===== src/include/touch_adc_consts.svh =====
// Offsets, field positions, reset values and timing of the touch ADC block
// How it works
// Bit 4 pen touched, write one clears
// Bit 3 pen lifted, write one clears
// Bit 2 touch result ready, write one clears
// Bit 1 battery or test result ready
// Bit 0 auxiliary result ready, write one clears
// Flag bits 7 to 5 read zero
// Same point interval counts 12 MHz over 128
// Settle wait interval counts 12 MHz over 128
// Touch results sit in two word FIFO
// Word packs two samples with tags
// Writing result port clears its contents
// Four measurement tag marks pressure pair used
// Position modes give zero tags
// Position plus pressure gives two words
// Four measurement second word holds pressure pair
// Next point waits until words read out
// Mask bit per flag, one masks
// Interrupt high while unmasked flag set
`ifndef TOUCH_ADC_CONSTS_SVH
`define TOUCH_ADC_CONSTS_SVH

`define ADDR_FLAGS 8'h00
`define ADDR_MASK 8'h04
`define ADDR_CLEAR 8'h08
`define ADDR_SAME 8'h0C
`define ADDR_WAIT 8'h10
`define ADDR_TOUCH 8'h14
`define ADDR_CONFIG 8'h18

`define FLAGS_W 5
`define FLAG_PEN_TOUCHED 4
`define FLAG_PEN_LIFTED 3
`define FLAG_TOUCH_READY 2
`define FLAG_BATTERY_READY 1
`define FLAG_AUX_READY 0

`define FLAGS_RST 5'h00
`define MASK_RST 5'h1F
`define CONFIG_RST 4'h0

`define CFG_SEQ_LSB 0
`define CFG_DIFF_BIT 2
`define CFG_PAIR_BIT 3

`define SEQ_POS_ONLY 2'h0
`define SEQ_POS_PRESS 2'h1
`define SEQ_FOUR 2'h2
`define SEQ_FOUR_ALT 2'h3

`define SAMPLE_W 12
`define HI_TAG_BIT 31
`define HI_LSB 16
`define LO_TAG_BIT 15
`define LO_LSB 0

`define REF_CLK_MHZ 12
`define CLK_SYS_MHZ 200
`define INTERVAL_PRESCALE 128
`define TICK_MODULUS (`CLK_SYS_MHZ * `INTERVAL_PRESCALE)

`endif


===== src/include/touch_adc_pkg.sv =====
// Types of the touch ADC block
package touch_adc_pkg;

    typedef enum logic [3:0] {
        PH_FIRST = 4'b0001,
        PH_SECOND = 4'b0010,
        PH_THIRD = 4'b0100,
        PH_FOURTH = 4'b1000
    } point_phase_t;

endpackage


===== src/core/interval_timer.sv =====
// Interval counter stepped by the slow reference tick
`timescale 1ns/1ps
module interval_timer #(
    parameter int W = 16
) (
    input wire logic clk_sys_i,
    input wire logic rst_i,
    input wire logic start_i,
    input wire logic tick_i,
    input wire logic [W-1:0] count_i,
    output logic done_o
);
    logic [W-1:0] remain_r;
    logic busy_r;

    // Counts down one step per slow tick
    always_ff @(posedge clk_sys_i) begin
        if (rst_i) begin
            remain_r <= '0;
            busy_r <= 1'b0;
            done_o <= 1'b0;
        end else if (start_i) begin
            remain_r <= count_i;
            busy_r <= 1'b1;
            done_o <= 1'b0;
        end else if (busy_r && remain_r == '0) begin
            busy_r <= 1'b0;
            done_o <= 1'b1;
        end else begin
            done_o <= 1'b0;
            if (busy_r && tick_i) begin
                remain_r <= remain_r - W'(1);
            end
        end
    end
endmodule


===== src/core/touch_adc_status.sv =====
// Status flags, interval timers and touch result FIFO of the touch ADC
`timescale 1ns/1ps
`include "touch_adc_consts.svh"
module touch_adc_status #(
    parameter int INTERVAL_W = 16,
    parameter int FIFO_DEPTH = 2
) (
    input wire logic clk_sys_i,
    input wire logic rst_i,
    input wire logic [7:0] addr_i,
    input wire logic [31:0] wr_data_i,
    input wire logic wr_i,
    input wire logic rd_i,
    output logic [31:0] rd_data_o,
    input wire logic pen_touched_evt_i,
    input wire logic pen_lifted_evt_i,
    input wire logic battery_done_i,
    input wire logic aux_done_i,
    input wire logic sample_valid_i,
    input wire logic [11:0] sample_i,
    output logic sample_accept_o,
    input wire logic same_start_i,
    input wire logic wait_start_i,
    output logic same_done_o,
    output logic wait_done_o,
    output logic [1:0] sequence_select_o,
    output logic differential_select_o,
    output logic pair_select_o,
    output logic irq_o
);
    localparam int PTR_W = (FIFO_DEPTH > 1) ? $clog2(FIFO_DEPTH) : 1;
    localparam int CNT_W = $clog2(FIFO_DEPTH + 1);
    localparam int ACC_W = $clog2(`TICK_MODULUS + `REF_CLK_MHZ);

    logic [`FLAGS_W-1:0] flags_r;
    logic [`FLAGS_W-1:0] mask_r;
    logic [3:0] config_r;
    logic [INTERVAL_W-1:0] same_point_interval_r;
    logic [INTERVAL_W-1:0] settle_wait_interval_r;
    logic [31:0] fifo_mem_r [FIFO_DEPTH];
    logic [PTR_W-1:0] wr_ptr_r;
    logic [PTR_W-1:0] rd_ptr_r;
    logic [CNT_W-1:0] count_r;
    logic [CNT_W-1:0] count_nxt;
    touch_adc_pkg::point_phase_t phase_r;
    logic point_open_r;
    logic point_open_nxt;
    logic [1:0] mode_r;
    logic tag_r;
    logic [`SAMPLE_W-1:0] low_hold_r;
    logic [ACC_W-1:0] acc_r;
    logic tick_r;

    logic wr_flags, wr_mask, wr_clear, wr_same, wr_wait, wr_touch, wr_cfg;
    logic rd_touch;
    logic [`FLAGS_W-1:0] clear_bits;
    logic [`FLAGS_W-1:0] events;
    logic take;
    logic push;
    logic pop;
    logic point_done;
    logic [31:0] push_word;
    logic [1:0] first_mode;
    logic first_tag;

    assign wr_flags = wr_i && addr_i == `ADDR_FLAGS;
    assign wr_mask = wr_i && addr_i == `ADDR_MASK;
    assign wr_clear = wr_i && addr_i == `ADDR_CLEAR;
    assign wr_same = wr_i && addr_i == `ADDR_SAME;
    assign wr_wait = wr_i && addr_i == `ADDR_WAIT;
    assign wr_touch = wr_i && addr_i == `ADDR_TOUCH;
    assign wr_cfg = wr_i && addr_i == `ADDR_CONFIG;
    assign rd_touch = rd_i && addr_i == `ADDR_TOUCH;

    function automatic logic [31:0] pack_word(
        input logic [`SAMPLE_W-1:0] hi,
        input logic [`SAMPLE_W-1:0] lo,
        input logic tag
    );
        logic [31:0] w;
        w = '0;
        w[`HI_TAG_BIT] = tag;
        w[`HI_LSB +: `SAMPLE_W] = hi;
        w[`LO_TAG_BIT] = tag;
        w[`LO_LSB +: `SAMPLE_W] = lo;
        return w;
    endfunction

    // Slow tick at reference over prescale, fractional accumulator
    always_ff @(posedge clk_sys_i) begin
        if (rst_i) begin
            acc_r <= '0;
            tick_r <= 1'b0;
        end else if (acc_r + ACC_W'(`REF_CLK_MHZ) >=
                     ACC_W'(`TICK_MODULUS)) begin
            acc_r <= acc_r + ACC_W'(`REF_CLK_MHZ) -
                     ACC_W'(`TICK_MODULUS);
            tick_r <= 1'b1;
        end else begin
            acc_r <= acc_r + ACC_W'(`REF_CLK_MHZ);
            tick_r <= 1'b0;
        end
    end

    interval_timer #(
        .W(INTERVAL_W)
    ) same_timer (
        .clk_sys_i(clk_sys_i),
        .rst_i(rst_i),
        .start_i(same_start_i),
        .tick_i(tick_r),
        .count_i(same_point_interval_r),
        .done_o(same_done_o)
    );

    interval_timer #(
        .W(INTERVAL_W)
    ) wait_timer (
        .clk_sys_i(clk_sys_i),
        .rst_i(rst_i),
        .start_i(wait_start_i),
        .tick_i(tick_r),
        .count_i(settle_wait_interval_r),
        .done_o(wait_done_o)
    );

    // Software settings
    always_ff @(posedge clk_sys_i) begin
        if (rst_i) begin
            mask_r <= `MASK_RST;
            config_r <= `CONFIG_RST;
            same_point_interval_r <= '0;
            settle_wait_interval_r <= '0;
        end else begin
            if (wr_mask) begin
                mask_r <= wr_data_i[`FLAGS_W-1:0];
            end
            if (wr_cfg) begin
                config_r <= wr_data_i[3:0];
            end
            if (wr_same) begin
                same_point_interval_r <= wr_data_i[INTERVAL_W-1:0];
            end
            if (wr_wait) begin
                settle_wait_interval_r <= wr_data_i[INTERVAL_W-1:0];
            end
        end
    end

    always_comb begin
        sequence_select_o = config_r[`CFG_SEQ_LSB +: 2];
        differential_select_o = config_r[`CFG_DIFF_BIT];
        pair_select_o = config_r[`CFG_PAIR_BIT];
    end

    // Event flags, set wins over clear
    always_comb begin
        events = '0;
        events[`FLAG_PEN_TOUCHED] = pen_touched_evt_i;
        events[`FLAG_PEN_LIFTED] = pen_lifted_evt_i;
        events[`FLAG_TOUCH_READY] = point_done;
        events[`FLAG_BATTERY_READY] = battery_done_i;
        events[`FLAG_AUX_READY] = aux_done_i;
        clear_bits = '0;
        if (wr_flags || wr_clear) begin
            clear_bits = wr_data_i[`FLAGS_W-1:0];
        end
    end

    always_ff @(posedge clk_sys_i) begin
        if (rst_i) begin
            flags_r <= `FLAGS_RST;
        end else begin
            flags_r <= (flags_r & ~clear_bits) | events;
        end
    end

    always_ff @(posedge clk_sys_i) begin
        if (rst_i) begin
            irq_o <= 1'b0;
        end else begin
            irq_o <= |(flags_r & ~mask_r);
        end
    end

    // Sample packing per point
    assign take = sample_valid_i && sample_accept_o;
    assign first_mode = (phase_r == touch_adc_pkg::PH_FIRST) ?
                        config_r[`CFG_SEQ_LSB +: 2] : mode_r;
    assign first_tag = (first_mode == `SEQ_FOUR ||
                        first_mode == `SEQ_FOUR_ALT) &&
                       config_r[`CFG_PAIR_BIT];

    always_comb begin
        push = 1'b0;
        point_done = 1'b0;
        push_word = '0;
        if (take) begin
            case (phase_r)
                touch_adc_pkg::PH_FIRST: begin
                    push = 1'b0;
                end
                touch_adc_pkg::PH_SECOND: begin
                    push = 1'b1;
                    push_word = pack_word(sample_i, low_hold_r, tag_r);
                    point_done = (mode_r == `SEQ_POS_ONLY);
                end
                touch_adc_pkg::PH_THIRD: begin
                    if (mode_r == `SEQ_POS_PRESS) begin
                        push = 1'b1;
                        push_word = pack_word('0, sample_i, 1'b0);
                        point_done = 1'b1;
                    end
                end
                touch_adc_pkg::PH_FOURTH: begin
                    push = 1'b1;
                    push_word = pack_word(sample_i, low_hold_r, tag_r);
                    point_done = 1'b1;
                end
                default: begin
                    push = 1'b0;
                end
            endcase
        end
    end

    always_ff @(posedge clk_sys_i) begin
        if (rst_i) begin
            phase_r <= touch_adc_pkg::PH_FIRST;
            mode_r <= `SEQ_POS_ONLY;
            tag_r <= 1'b0;
            low_hold_r <= '0;
        end else if (take) begin
            case (phase_r)
                touch_adc_pkg::PH_FIRST: begin
                    mode_r <= first_mode;
                    tag_r <= first_tag;
                    low_hold_r <= sample_i;
                    phase_r <= touch_adc_pkg::PH_SECOND;
                end
                touch_adc_pkg::PH_SECOND: begin
                    phase_r <= point_done ? touch_adc_pkg::PH_FIRST :
                               touch_adc_pkg::PH_THIRD;
                end
                touch_adc_pkg::PH_THIRD: begin
                    low_hold_r <= sample_i;
                    phase_r <= point_done ? touch_adc_pkg::PH_FIRST :
                               touch_adc_pkg::PH_FOURTH;
                end
                touch_adc_pkg::PH_FOURTH: begin
                    phase_r <= touch_adc_pkg::PH_FIRST;
                end
                default: begin
                    phase_r <= touch_adc_pkg::PH_FIRST;
                end
            endcase
        end
    end

    // Result FIFO
    assign pop = rd_touch && count_r != '0 && !wr_touch;

    always_comb begin
        count_nxt = count_r;
        if (wr_touch) begin
            count_nxt = push ? CNT_W'(1) : '0;
        end else if (push && !pop) begin
            count_nxt = count_r + CNT_W'(1);
        end else if (pop && !push) begin
            count_nxt = count_r - CNT_W'(1);
        end
        point_open_nxt = point_open_r;
        if (point_done) begin
            point_open_nxt = 1'b0;
        end else if (take) begin
            point_open_nxt = 1'b1;
        end
    end

    always_ff @(posedge clk_sys_i) begin
        if (rst_i) begin
            wr_ptr_r <= '0;
            rd_ptr_r <= '0;
            count_r <= '0;
            point_open_r <= 1'b0;
            sample_accept_o <= 1'b1;
        end else begin
            count_r <= count_nxt;
            point_open_r <= point_open_nxt;
            sample_accept_o <= point_open_nxt || count_nxt == '0;
            if (wr_touch) begin
                rd_ptr_r <= '0;
                wr_ptr_r <= push ? PTR_W'(1) : '0;
            end else begin
                if (push) begin
                    wr_ptr_r <= (wr_ptr_r == PTR_W'(FIFO_DEPTH - 1)) ?
                                '0 : wr_ptr_r + PTR_W'(1);
                end
                if (pop) begin
                    rd_ptr_r <= (rd_ptr_r == PTR_W'(FIFO_DEPTH - 1)) ?
                                '0 : rd_ptr_r + PTR_W'(1);
                end
            end
        end
    end

    generate
        for (genvar i = 0; i < FIFO_DEPTH; i++) begin : g_entry
            always_ff @(posedge clk_sys_i) begin
                if (rst_i) begin
                    fifo_mem_r[i] <= '0;
                end else if (push && wr_touch && i == 0) begin
                    fifo_mem_r[i] <= push_word;
                end else if (wr_touch) begin
                    fifo_mem_r[i] <= '0;
                end else if (push && wr_ptr_r == PTR_W'(i)) begin
                    fifo_mem_r[i] <= push_word;
                end
            end
        end
    endgenerate

    // Read port, data one cycle after the strobe
    always_ff @(posedge clk_sys_i) begin
        if (rst_i) begin
            rd_data_o <= '0;
        end else if (rd_i) begin
            case (addr_i)
                `ADDR_FLAGS: rd_data_o <= {27'h0, flags_r};
                `ADDR_MASK: rd_data_o <= {27'h0, mask_r};
                `ADDR_SAME: rd_data_o <= 32'(same_point_interval_r);
                `ADDR_WAIT: rd_data_o <= 32'(settle_wait_interval_r);
                `ADDR_TOUCH: begin
                    rd_data_o <= (count_r != '0) ?
                                 fifo_mem_r[rd_ptr_r] : '0;
                end
                `ADDR_CONFIG: rd_data_o <= {28'h0, config_r};
                default: rd_data_o <= '0;
            endcase
        end else begin
            rd_data_o <= '0;
        end
    end
endmodule


===== config.mk =====
export PLATFORM = sky130hd
export DESIGN_NAME = touch_adc_status
export DESIGN_NICKNAME = d
export VERILOG_FILES = /design/src/include/touch_adc_pkg.sv /design/src/core/interval_timer.sv /design/src/core/touch_adc_status.sv
export VERILOG_INCLUDE_DIRS = /design/src /design/src/include
export SDC_FILE = /design/constraint.sdc
export NUM_CORES = 1
export LEC_CHECK = 0
export ABC_AREA = 1
export BUFFER_PORTS_ARGS = -buffer_cell sky130_fd_sc_hd__buf_2
export CELL_PAD_IN_SITES_DETAIL_PLACEMENT = 0
export CELL_PAD_IN_SITES_GLOBAL_PLACEMENT = 2
export CORE_MARGIN = 4
export CORE_UTILIZATION = 30
export DETAILED_ROUTE_END_ITERATION = 6
export GPL_TIMING_DRIVEN = 0
export MAX_ROUTING_LAYER = met4
export PLACE_DENSITY_LB_ADDON = 0.1
export SYNTH_ARGS = -nofsm -noshare
export SYNTH_HDL_FRONTEND = slang
export SYNTH_HIERARCHICAL = 1
export SYNTH_SLANG_ARGS = --single-unit
export TNS_END_PERCENT = 1

===== constraint.sdc =====
create_clock -name clk_sys_i -period 2.41 [get_ports clk_sys_i]
set_input_delay 0.1205 -clock clk_sys_i [delete_from_list [all_inputs] [get_ports clk_sys_i]]
set_output_delay 0.1205 -clock clk_sys_i [all_outputs]
set_load 0.01 [all_outputs]

After elaboration in Yosys (flattened, before gate mapping)
Memory sizes are Yosys's and may differ from the RTL's. A register that Yosys moved wholly into a read port is not among the register bits.
Cells that the tools add are included.
Widths: inputs -> output; s select.
{"block": "op_classes", "order_cmp": 1, "n_reduce_logical": 49, "eq_ne": 15, "bitwise": 12, "addsub": 8, "muxes": 67}
{"operator": "$mux 32", "count": 7}
{"operator": "$pmux 32 s6", "count": 1}
{"operator": "$mux 16", "count": 6}
{"operator": "$pmux 32 s2", "count": 1}
{"operator": "$mux 1", "count": 40}
{"operator": "$logic_not 16->1", "count": 2}
{"operator": "$sub 16x1->16 const B", "count": 2}
{"operator": "$eq 8x5->1 const B", "count": 3}
{"operator": "$logic_and 1x1->1", "count": 21}
{"operator": "$eq 8x4->1 const B", "count": 2}
{"operator": "$add 15x4->15 const B", "count": 1}
{"operator": "$ge 15x15->1 const B", "count": 1}
{"operator": "$mux 15", "count": 1}
{"operator": "$sub 15x15->15 const B", "count": 1}
{"operator": "$mux 12", "count": 1}
{"operator": "$pmux 4 s3", "count": 1}
{"operator": "$reduce_bool 2->1", "count": 6}
{"operator": "$reduce_or 2->1", "count": 6}
{"operator": "$and 5x5->5", "count": 2}
{"operator": "$not 5->5", "count": 2}
{"operator": "$eq 8x3->1 const B", "count": 1}
{"operator": "$logic_not 8->1", "count": 1}
{"operator": "$mux 2", "count": 4}
{"operator": "$reduce_and 2->1", "count": 4}
{"operator": "other kinds (22)", "count": 35}
{"block": "totals", "register_bits": 156, "output_inout_bits": 40, "ramBits": 64, "in_bits": 63, "n_memories": 1, "word_cells": 177}
{"name": "fifo_mem_r", "depth": 2, "word_bits": 32, "rd": 1, "rd_ports_with_merged_regs": 1, "write_ports": 2, "line": "touch_adc_status.sv:40", "text": "logic [31:0] fifo_mem_r [FIFO_DEPTH];"}

Longest topological paths before layout
Gate-level depths: netlist (run 1).
{"block": "logic_depth", "ltp_word": 11, "ltp_mapped": 13, "mapped_depth_nobuf": 13}

Cells and area by module
Netlist (run 1), hierarchy kept.
{"mod": "touch_adc_status", "area_per_inst_um2": 7149.4, "cells_per_inst": 847, "instances": 1, "seq_area_each_um2": 3823.7}
{"mod": "interval_timer", "area_per_inst_um2": 1282.5, "cells_per_inst": 213, "instances": 2, "seq_area_each_um2": 360.3}

Worst setup path after synthesis (run 1)
No wires, ideal clock.
{"block": "synth_path", "path_type": "register to register", "from": "reg phase_r[1]", "to": "mem fifo_mem_r[0][0] (enable)", "stages_incl_launch_ff": 6, "period_less_slack_ns": 2.459, "n_path_buf": 0, "path_slack_ns": -0.049, "arrival_time_ns": 2.046, "required_time_ns": 1.998, "path_cell_list": "dfxtp_1 > nor2_1 > nand3_1 > nand3_2 > nand2_4 > o21bai_1"}
{"element": "start: declaration", "line": "touch_adc_status.sv:45", "text": "touch_adc_pkg::point_phase_t phase_r;"}
{"element": "start signal: assignment", "line": "touch_adc_status.sv:229", "text": "phase_r <= touch_adc_pkg::PH_FIRST;"}
{"element": "start signal: assignment", "line": "touch_adc_status.sv:239", "text": "phase_r <= touch_adc_pkg::PH_SECOND;"}
{"element": "start signal: assignment", "line": "touch_adc_status.sv:242", "text": "phase_r <= point_done ? touch_adc_pkg::PH_FIRST :"}
{"element": "end: declaration", "line": "touch_adc_status.sv:40"}

==> results of run 1 <==
## kinds of logic after synthesis
group,share of synthesized area
simple gates,0.292
compound gates,0.131
flops,0.468
buf+inv,0.0905
xor+xnor,0.00631
mux,0.00721
fa+ha+maj,0.00515
other cells,0.000386
## stage by stage
stage	worst slack, ns	cells	setup TNS (ns)	hold slack (ns)	cell area (um^2)
2_1_floorplan	0.482	1275	0	0.190	9730
3_3_place_gp	-0.633	1758	-17.16	0.375	10600
3_5_place_dp	-0.638	1758	-17.25	0.377	10600
4_1_cts	0.232	1839	0	0.0174	11900
5_1_grt	0.0979	1839	0	0.0580	11900
6_report	0.261	1839	0	0.0413	11900
## power by group
group	internal (uW)	switching (uW)
clock	2630	1590
sequential	3590	84.0
combinational	344	607
total	6560	2280
## worst reg2reg max path, cell delays in order (launching register included)
cell	delay (ns)
dfxtp_1	0.43
nor2_1	0.10
nand3_1	0.15
nand3_2	0.16
nand2_4	0.13
inv_4	0.07
nand3_4	0.14
buf_6	0.21
nand3_4	0.34
## layout by cell type (no fill, tap or decap), drive strengths merged, types with 11 or more instances in the layout
cell type and count:
clkbuf 47, o21ai 98, o211ai 11, buf 116
nand3 85, a21oi 85, dlygate4sd3 34, nand2 302
inv 141, dfxtp 152, nor3 27, nor2 202
edfxtp 50
## per-layer routing
metal  GRT usage  vias up
met5           -        -
met4      0.0330        0
met3      0.0210       38
met2       0.288      118
met1       0.241     4006
li1            -     4439
## sequential cells by signal (all words and copies together) (netlist names), 2 cells and up, named ones only
register and cells:
acc_r 13, config_r 4, count_r 2, fifo_mem_r 50, flags_r 5, low_hold_r 12, mask_r 5, phase_r 4
rd_data_o 29, same_point_interval_r 16, same_timer/remain_r 16, settle_wait_interval_r 16, wait_timer/remain_r 16
## final timing paths
check,from,to,slack [ns],cells past startpoint
max reg2reg,phase_r[1],fifo_mem_r[1][24],0.26,8
min reg2reg,acc_r[2],acc_r[2],0.43,1
max,phase_r[1],fifo_mem_r[1][24],0.26,8
min,same_start_i,same_timer/remain_r[9],0.04,5
## cell type report
type	instances	area, um^2	share of cell area
multi-input combinational	879	4320	0.362
clock buffer	29	703	0.0590
inverter	141	532	0.0446
clock inverter	18	230	0.0193
timing repair buffer	115	746	0.0625
sequential	202	4540	0.381
tap	402	503	0.0422
buffer	53	348	0.0292
## timing repair
action                                  4_1_cts  5_1_grt
hold buffers                                 34        0
endpoints found under the setup margin       50        0
hold endpoints to repair                     57        0
gates resized for setup                       2        0
==> results.toml, run 1 <==
[placed_design]
io_buffers = 81
gp_congestion = 0.806
hpwl_um = 22800

[clock_tree]
tritoncts = "done"
clock_path_buffers = 3
post_cts_buffers = 0
cts_buffers = 26
clock-root-buffer = "clkbuf_16"
ctsHtreeMaxLevel = 1
insertion_delay_ns = 0.53
clk_pin_slew_ns = 0.07
clock_sinks = 202

[hold_path]
min_path_type = "in -> reg"

[logic_synthesis]
seq_area_frac_synth = 0.468
synth_top_area_share = 0.313
synth-seq-cells = 202
yosys-top-cells-area = "dfxtp_1 31%, edfxtp_1 15%, nand2_1 11%, nor2_1 6.5%, inv_1 4.9%"
synth_edf_count = 50
synthCells = 1273
synthMostInstantiatedCell = "nand2_1"
yosysUniqueCellTypes = 47
synth_top_area_cell = "dfxtp_1"
avgSynthCellArea_um2 = 7.63
ys.flop_type = "dfxtp_1"
async_reset_ff_frac = 0
synth_common_cells = "288 x nand2_1, 168 x nor2_1, 152 x dfxtp_1"
yosysWarningCount = 6
syn_area_um2 = 9710

[sta]
worst_clock_skew_ns = 0.0119
tightest_slew_ns = 0.908
rsz0062_at_grt = "no"
period_needed_ns = 2.15
setup_viol = 0
max_freq_ghz = 0.465
fin_crit_sh = 0.892
slew_headroom = 0.395
hold_viol_final = 0
report.final.slew_viol_count = 0

[floorplan]
core_region_area_um2 = 31700
num_io_pins = 103
initial_core_util = 0.306
die_w_um = 188
rows = 65
die_y_um = 188
die_area_um2 = 35300

[finish]
num-fill-cells = 3380
antenna_cells = 0
num-nets-final = 1485
post-route-util = 0.376
drive_gt1_frac = 0.180
syn_to_final_growth_pct = 22.7

[global_route]
grt_overflow = 0
grt_pass1_vias = 8654
antenna_found_initial = 0
grt_first_pass_wirelength_um = 48900
grt_max_degree = 26
grt_util_all_layers = 0.177

[detailed_routing]
ant_nets = 0
firstDrtPassIters = 5
vias = 8601
wl_per_cell_um = 16.6
drc = 0
met1_length_um = 15200
route.met3.wl_um = 812
wl_met2_um = 14100
drt-total-wl_um = 30600
highest_layer = "met4"
viasPerCell = 4.68
drt_first_iter_violations = 354

[worst_setup_path]
endpoint_kind = "register"
cp.arrival_ns = 2.28
crit_path_max_incr_delay_ns = 0.43
start_kind = "register"
crit_top_cell = "nand3_4"
crit_required_ns = 2.54
path_cells = "nor2_1 -> nand3_1 -> nand3_2 -> nand2_4 -> inv_4 -> nand3_4 -> buf_6 -> nand3_4"
cp_slowest_cell = "dfxtp_1"
worstPathMaxFanout = 25
crit_type = "reg -> reg"
path_buf_inv = 2
critical-path-top-delay-family = "simple AND/OR/NAND/NOR gates"

[power]
total_power_uw = 8840
p_leak_uw = 0.00495
peakVddDrop_uv = 547
power_density_nw_per_um2 = 742

[run_status]
outcome = "completed"

[job]
max_cap_viol_count = 0
No activity file was read; power rests on OpenSTA's default activity.
==> run 2, diff against run 1 <==
--- a/config.mk
+++ b/config.mk
@@ -16,6 +16,7 @@
 export GPL_TIMING_DRIVEN = 0
 export MAX_ROUTING_LAYER = met4
 export PLACE_DENSITY_LB_ADDON = 0.1
+export REMOVE_ABC_BUFFERS = 1
 export SYNTH_ARGS = -nofsm -noshare
 export SYNTH_HDL_FRONTEND = slang
 export SYNTH_HIERARCHICAL = 1
==> constraint.sdc (replaced) <==
create_clock -name clk_sys_i -period 2.1 [get_ports clk_sys_i]
set_input_delay 0.105 -clock clk_sys_i [delete_from_list [all_inputs] [get_ports clk_sys_i]]
set_output_delay 0.105 -clock clk_sys_i [all_outputs]
set_load 0.01 [all_outputs]
==> run 2 against run 1 <==
Net effect: the run now ends with setup timing left; sequential cell count unchanged; first-iteration DRC count increased by 25%; critical path depth unchanged; non-clock buffer count decreased by 47; worst setup slack got worse by 0.31 ns; routed wire length decreased by 2.7%; largest power group unchanged; highest routed layer unchanged.
==> results.toml, run 2 (synthesized netlist as in run 1, its figures left out) <==
[finish]
largest_reg_flops = 50
reg_top3 = "fifo_mem_r x50, rd_data_o x29"
syn_to_final_growth_pct = 20.0
num-fill-cells = 3405
top_register = "fifo_mem_r"
antenna_cells = 0
mostFrequentLayoutCells = "288 x nand2_1, 167 x nor2_1, 150 x dfxtp_1, 125 x inv_1, 95 x o21ai_0"
layout_commonest_cell = "nand2_1"
num-nets-final = 1441
final_cells = 1796
drive_gt1_frac = 0.165

[power]
p_leak_uw = 0.00476
p_int_uw = 7230
seq_power_share = 0.432
pwr-share-clk = 0.458
power_density_nw_per_um2 = 837
p_sw_frac = 0.259
p_switching_uw = 2530
pwr-share-comb = 0.110
peakVddDrop_uv = 488
total_power_uw = 9760

[clock_tree]
tritoncts = "done"
clock_path_buffers = 3
clock_sinks = 202
ctsHtreeMaxLevel = 1
insertion_delay_ns = 0.53
clock-root-buffer = "clkbuf_16"
cts_buffers = 26
clk_pin_slew_ns = 0.06

[detailed_routing]
wl_per_cell_um = 16.6
viasPerCell = 4.69
drt_first_iter_violations = 443
firstDrtPassIters = 5
vias = 8419
drc = 0
ant_nets = 0
drt-total-wl_um = 29700

[sta]
max_freq_ghz = 0.466
hold_slack_ns = 0.0847
tightest_slew_ns = 0.905
rsz0062_at_grt = "yes"
report.final.slew_viol_count = 0
hold_viol_final = 0
worst_clock_skew_ns = 0.00957
fin_crit_sh = 1.02
setup_tns_ns = -0.934
setup_ws_ns = -0.0478
period_needed_ns = 2.15
slew_headroom = 0.396
setup_viol = 25

[worst_setup_path]
path_buf_inv = 2
worst-path-stages = 8
start_kind = "register"
cp.arrival_ns = 2.38
cp_slowest_cell = "dfxtp_1"
crit_top_cell = "nand3_4"
worstPathMaxFanout = 14
rr_endpoint = "fifo_mem_r[1][25]"
r2r_start = "phase_r[1]"
r2r_cells = 8
crit_path_max_incr_delay_ns = 0.35
crit_type = "reg -> reg"
path_cells = "nor2_1 -> nand3_1 -> nand3_4 -> nand2_4 -> inv_4 -> nand3_4 -> nand3_4 -> buf_12"
critical-path-top-delay-family = "simple AND/OR/NAND/NOR gates"
crit_required_ns = 2.33
r2r_slack_ns = -0.05
startpoint = "phase_r[1]"
endpoint_kind = "register"

[hold_path]
hold_end = "count_r[1]"
min_path_type = "in -> reg"
min_from = "wr_i"
holdPathStages = 4

[run_status]
outcome = "finished, violations left"
failed_checks = "setup timing"

[floorplan]
num_io_pins = 103
rows = 65
die_area_um2 = 35300
die_y_um = 188
die_w_um = 188
core_region_area_um2 = 31700
initial_core_util = 0.306

[placed_design]
placedCellCount = 1708
hpwl_um = 19400
gp_congestion = 0.785
dp_slack_ns = -1.17
io_buffers = 83

[global_route]
grt_first_pass_wirelength_um = 47000
grt_util_all_layers = 0.170
grt_max_degree = 63
grt_pass1_vias = 8216
antenna_found_initial = 0
grt_overflow = 0

[job]
max_cap_viol_count = 0
## run 2: cell count changes in the layout (fill, tap and decap cells not counted), sizes merged
cell,delta
nand3,+2
clkinvlp,-3
clkinv,-5
bufinv,-3
buf,-31
clkbuf,-6
o21bai,+1
dlygate4sd3,+2
## run 2: final cells by class
| class | instances | area [um^2] | area share |
|---|---|---|---|
| clock inverter | 7 | 85.1 | 0.00730 |
| inverter | 141 | 534 | 0.0458 |
| tap | 402 | 503 | 0.0431 |
| clock buffer | 41 | 768 | 0.0659 |
| multi-input combinational | 882 | 4400 | 0.378 |
| sequential | 202 | 4550 | 0.390 |
| timing repair buffer | 121 | 818 | 0.0702 |
## run 2: tightest hold or removal path, cell delays in order
cell and delay (ns):
buf_2 0.18, nand2_4 0.12, nand3_1 0.12, nor2_1 0.04
## run 2: worst max-delay path by stage
stage	endpoint
2_1_floorplan	fifo_mem_r[0][0]
3_3_place_gp	fifo_mem_r[1][21]
3_5_place_dp	fifo_mem_r[1][21]
4_1_cts	fifo_mem_r[0][21]
5_1_grt	fifo_mem_r[1][25]
6_report	fifo_mem_r[1][25]
## run 2: repair_timing
item                                    in CTS  in global routing
cloned                                       2                  1
endpoints found under the hold margin       79                  0
pin swaps                                    3                  1
setup buffers                                1                  0
endpoints found under the setup margin      96                 65
hold buffers                                36                  0
gates resized for setup                     10                  2
## run 2: stage by stage
stage,util,cell area (um^2)
2_1_floorplan,-,9370
3_3_place_gp,0.324,10300
3_5_place_dp,0.326,10300
4_1_cts,0.367,11600
5_1_grt,0.368,11700
6_report,0.368,11700
## run 2: per-layer routing
layer | vias to the layer above | GRT usage | share of wire
met1 | 3901 | 0.236 | 0.50
met4 | 0 | 0.0342 | 0.015
li1 | 4342 | - | -
met3 | 35 | 0.0225 | 0.036
met2 | 141 | 0.268 | 0.45
met5 | - | - | 0
## run 2: power by group through the flow
| stage | clock network, uW | registers, uW | logic, uW |
|---|---|---|---|
| floorplan | 0 | 4270 | 700 |
| global placement | 0 | 4300 | 1010 |
| detailed placement | 0 | 4300 | 1010 |
| CTS | 4630 | 4220 | 1080 |
| global route | 4770 | 4230 | 1230 |
| finish | 4470 | 4220 | 1070 |
==> run 3, diff against run 2 <==
==> constraint.sdc (replaced) <==
create_clock -name clk_sys_i -period 1.8 [get_ports clk_sys_i]
set_input_delay 0.09 -clock clk_sys_i [delete_from_list [all_inputs] [get_ports clk_sys_i]]
set_output_delay 0.09 -clock clk_sys_i [all_outputs]
set_load 0.01 [all_outputs]
==> run 3 against run 2 <==
Net effect: the run now ends clean; worst setup slack improved by 0.087 ns; sequential cell count did not move; critical path depth did not move; core utilization rose by 0.78 points; cell count rose by 0.56%; clock skew barely moved; routed wire length rose by 2.5%; global-route usage rose by 0.15 points; non-clock buffer count rose by 7; largest cell class unchanged.
==> results.toml, run 3 (synthesized netlist as in run 1, its figures left out) <==
[sta]
period_needed_ns = 1.76
max_freq_ghz = 0.568
fin_crit_sh = 0.978
setup_viol = 0
tightest_slew_ns = 0.780
setup_ws_ns = 0.0396
report.final.slew_viol_count = 0
rsz0062_at_grt = "yes"
worst_clock_skew_ns = 0.00919
hold_viol_final = 0
hold_slack_ns = 0.0249
slew_headroom = 0.479
setup_tns_ns = 0

[finish]
reg_top3 = "fifo_mem_r x50, rd_data_o x29"
layout_commonest_cell = "nand2_1"
num-fill-cells = 3385
top_register = "fifo_mem_r"
syn_to_final_growth_pct = 22.6
post-route-util = 0.375
largest_reg_flops = 50
drive_gt1_frac = 0.183
mostFrequentLayoutCells = "285 x nand2_1, 163 x nor2_1, 147 x dfxtp_1, 123 x inv_1, 93 x o21ai_0"
antenna_cells = 0
num-nets-final = 1451
multiInputGateArea_um2 = 4530
regArea_um2 = 4550

[global_route]
grt_overflow = 0
grt_max_degree = 63
met2_usage = 0.272
grt_util_all_layers = 0.171
grt_first_pass_wirelength_um = 47300
grt-busiest-layer = "met2"
grt_use_met3 = 0.0225
antenna_found_initial = 0
gr-usage-met1 = 0.237
grt_pass1_vias = 8248

[power]
pwr-share-clk = 0.456
p_int_uw = 8470
peakVddDrop_uv = 569
p_switching_uw = 2980
power_density_nw_per_um2 = 962
p_sw_frac = 0.260
total_power_uw = 11500
p_leak_uw = 0.00484
seq_power_share = 0.430
pwr-share-comb = 0.115

[worst_setup_path]
cp.arrival_ns = 1.99
r2r_cells = 8
rr_endpoint = "fifo_mem_r[1][25]"
r2r_start = "phase_r[0]"
critical-path-top-delay-family = "simple AND/OR/NAND/NOR gates"
r2r_slack_ns = 0.04
path_cells = "nor2_4 -> nand3_2 -> nand3_4 -> nand2_4 -> inv_6 -> nand3_4 -> nand3_4 -> buf_12"
crit_required_ns = 2.03
path_buf_inv = 2
start_kind = "register"
endpoint_kind = "register"
cp_slowest_cell = "dfxtp_1"
crit_top_cell = "nand3_4"
worstPathMaxFanout = 13
crit_type = "reg -> reg"
crit_path_max_incr_delay_ns = 0.34

[detailed_routing]
ant_nets = 0
wl_per_cell_um = 16.9
drt_first_iter_violations = 459
vias = 8485
firstDrtPassIters = 5
drt-total-wl_um = 30500
drc = 0
viasPerCell = 4.70

[floorplan]
die_w_um = 188
rows = 65
die_y_um = 188
die_area_um2 = 35300
num_io_pins = 103
initial_core_util = 0.306
core_region_area_um2 = 31700

[placed_design]
io_buffers = 83
gp_congestion = 0.785
dp_slack_ns = -1.46
hpwl_um = 19400

[clock_tree]
clk_pin_slew_ns = 0.06
clock_path_buffers = 3
ctsHtreeMaxLevel = 1
insertion_delay_ns = 0.53
clock-root-buffer = "clkbuf_16"
clock_sinks = 202
tritoncts = "done"
cts_buffers = 26

[hold_path]
min_from = "rst_i"
min_path_type = "in -> reg"
holdPathStages = 2
hold_end = "same_timer/remain_r[4]"

[job]
max_cap_viol_count = 0

[run_status]
outcome = "completed"
[run 3: cell count changes in the layout (fill, tap and decap cells not counted), sizes merged]
cell | before | now
nand3 | 87 | 88
bufinv | 2 | 3
buf | 85 | 92
nor2 | 202 | 203
[run 3: final cells by class]
class / count / share of cell area
timing repair buffer: 128 / 0.0745
tap: 402 / 0.0422
clock buffer: 41 / 0.0645
clock inverter: 7 / 0.00715
multi-input combinational: 884 / 0.381
sequential: 202 / 0.382
inverter: 141 / 0.0475
timing repair inverter: 1 / 0.000736
[run 3: layer usage]
layer / wire length, um / part of all wire
met1: 14800 / 0.49
met2: 14000 / 0.46
met3: 1230 / 0.040
met4: 446 / 0.015
met5: 0 / 0
[run 3: worst max path at each step]
stage | from | end | slack [ns] | depth (start not counted)
floorplan | sample_accept_o | fifo_mem_r[0][0] | -0.78 | 4
CTS | count_r[0] | rd_data_o[4] | -0.09 | 7
finish | phase_r[0] | fifo_mem_r[1][25] | 0.04 | 8
global route | phase_r[3] | fifo_mem_r[1][25] | -0.05 | 8
global placement | rst_i | fifo_mem_r[1][21] | -3.59 | 4
detailed placement | rst_i | fifo_mem_r[1][21] | -1.46 | 4
[run 3: power groups by stage]
| stage | clock (uW) | sequential, uW | combinational [uW] |
|---|---|---|---|
| after floorplan | 0 | 4990 | 817 |
| after global placement | 0 | 5020 | 1170 |
| after detailed placement | 0 | 5020 | 1180 |
| after CTS | 5400 | 4920 | 1280 |
| after global routing | 5560 | 4940 | 1500 |
| final | 5220 | 4920 | 1310 |
[run 3: per-stage QoR]
step / instance area, um^2 / std cells
6_report: 11900 / 1806
5_1_grt: 11900 / 1806
4_1_cts: 11700 / 1799
3_5_place_dp: 10300 / 1708
3_3_place_gp: 10300 / 1707
2_1_floorplan: 9370 / 1222
[run 3: what timing repair did]
| action | 4_1_cts | 5_1_grt |
|---|---|---|
| setup endpoints to repair | 185 | 148 |
| gates cloned | 3 | 3 |
| setup buffers | 4 | 4 |
| endpoints found under the hold margin | 82 | 0 |
| hold buffers | 36 | 0 |
| pin swaps | 4 | 6 |
| gates resized for setup | 20 | 34 |
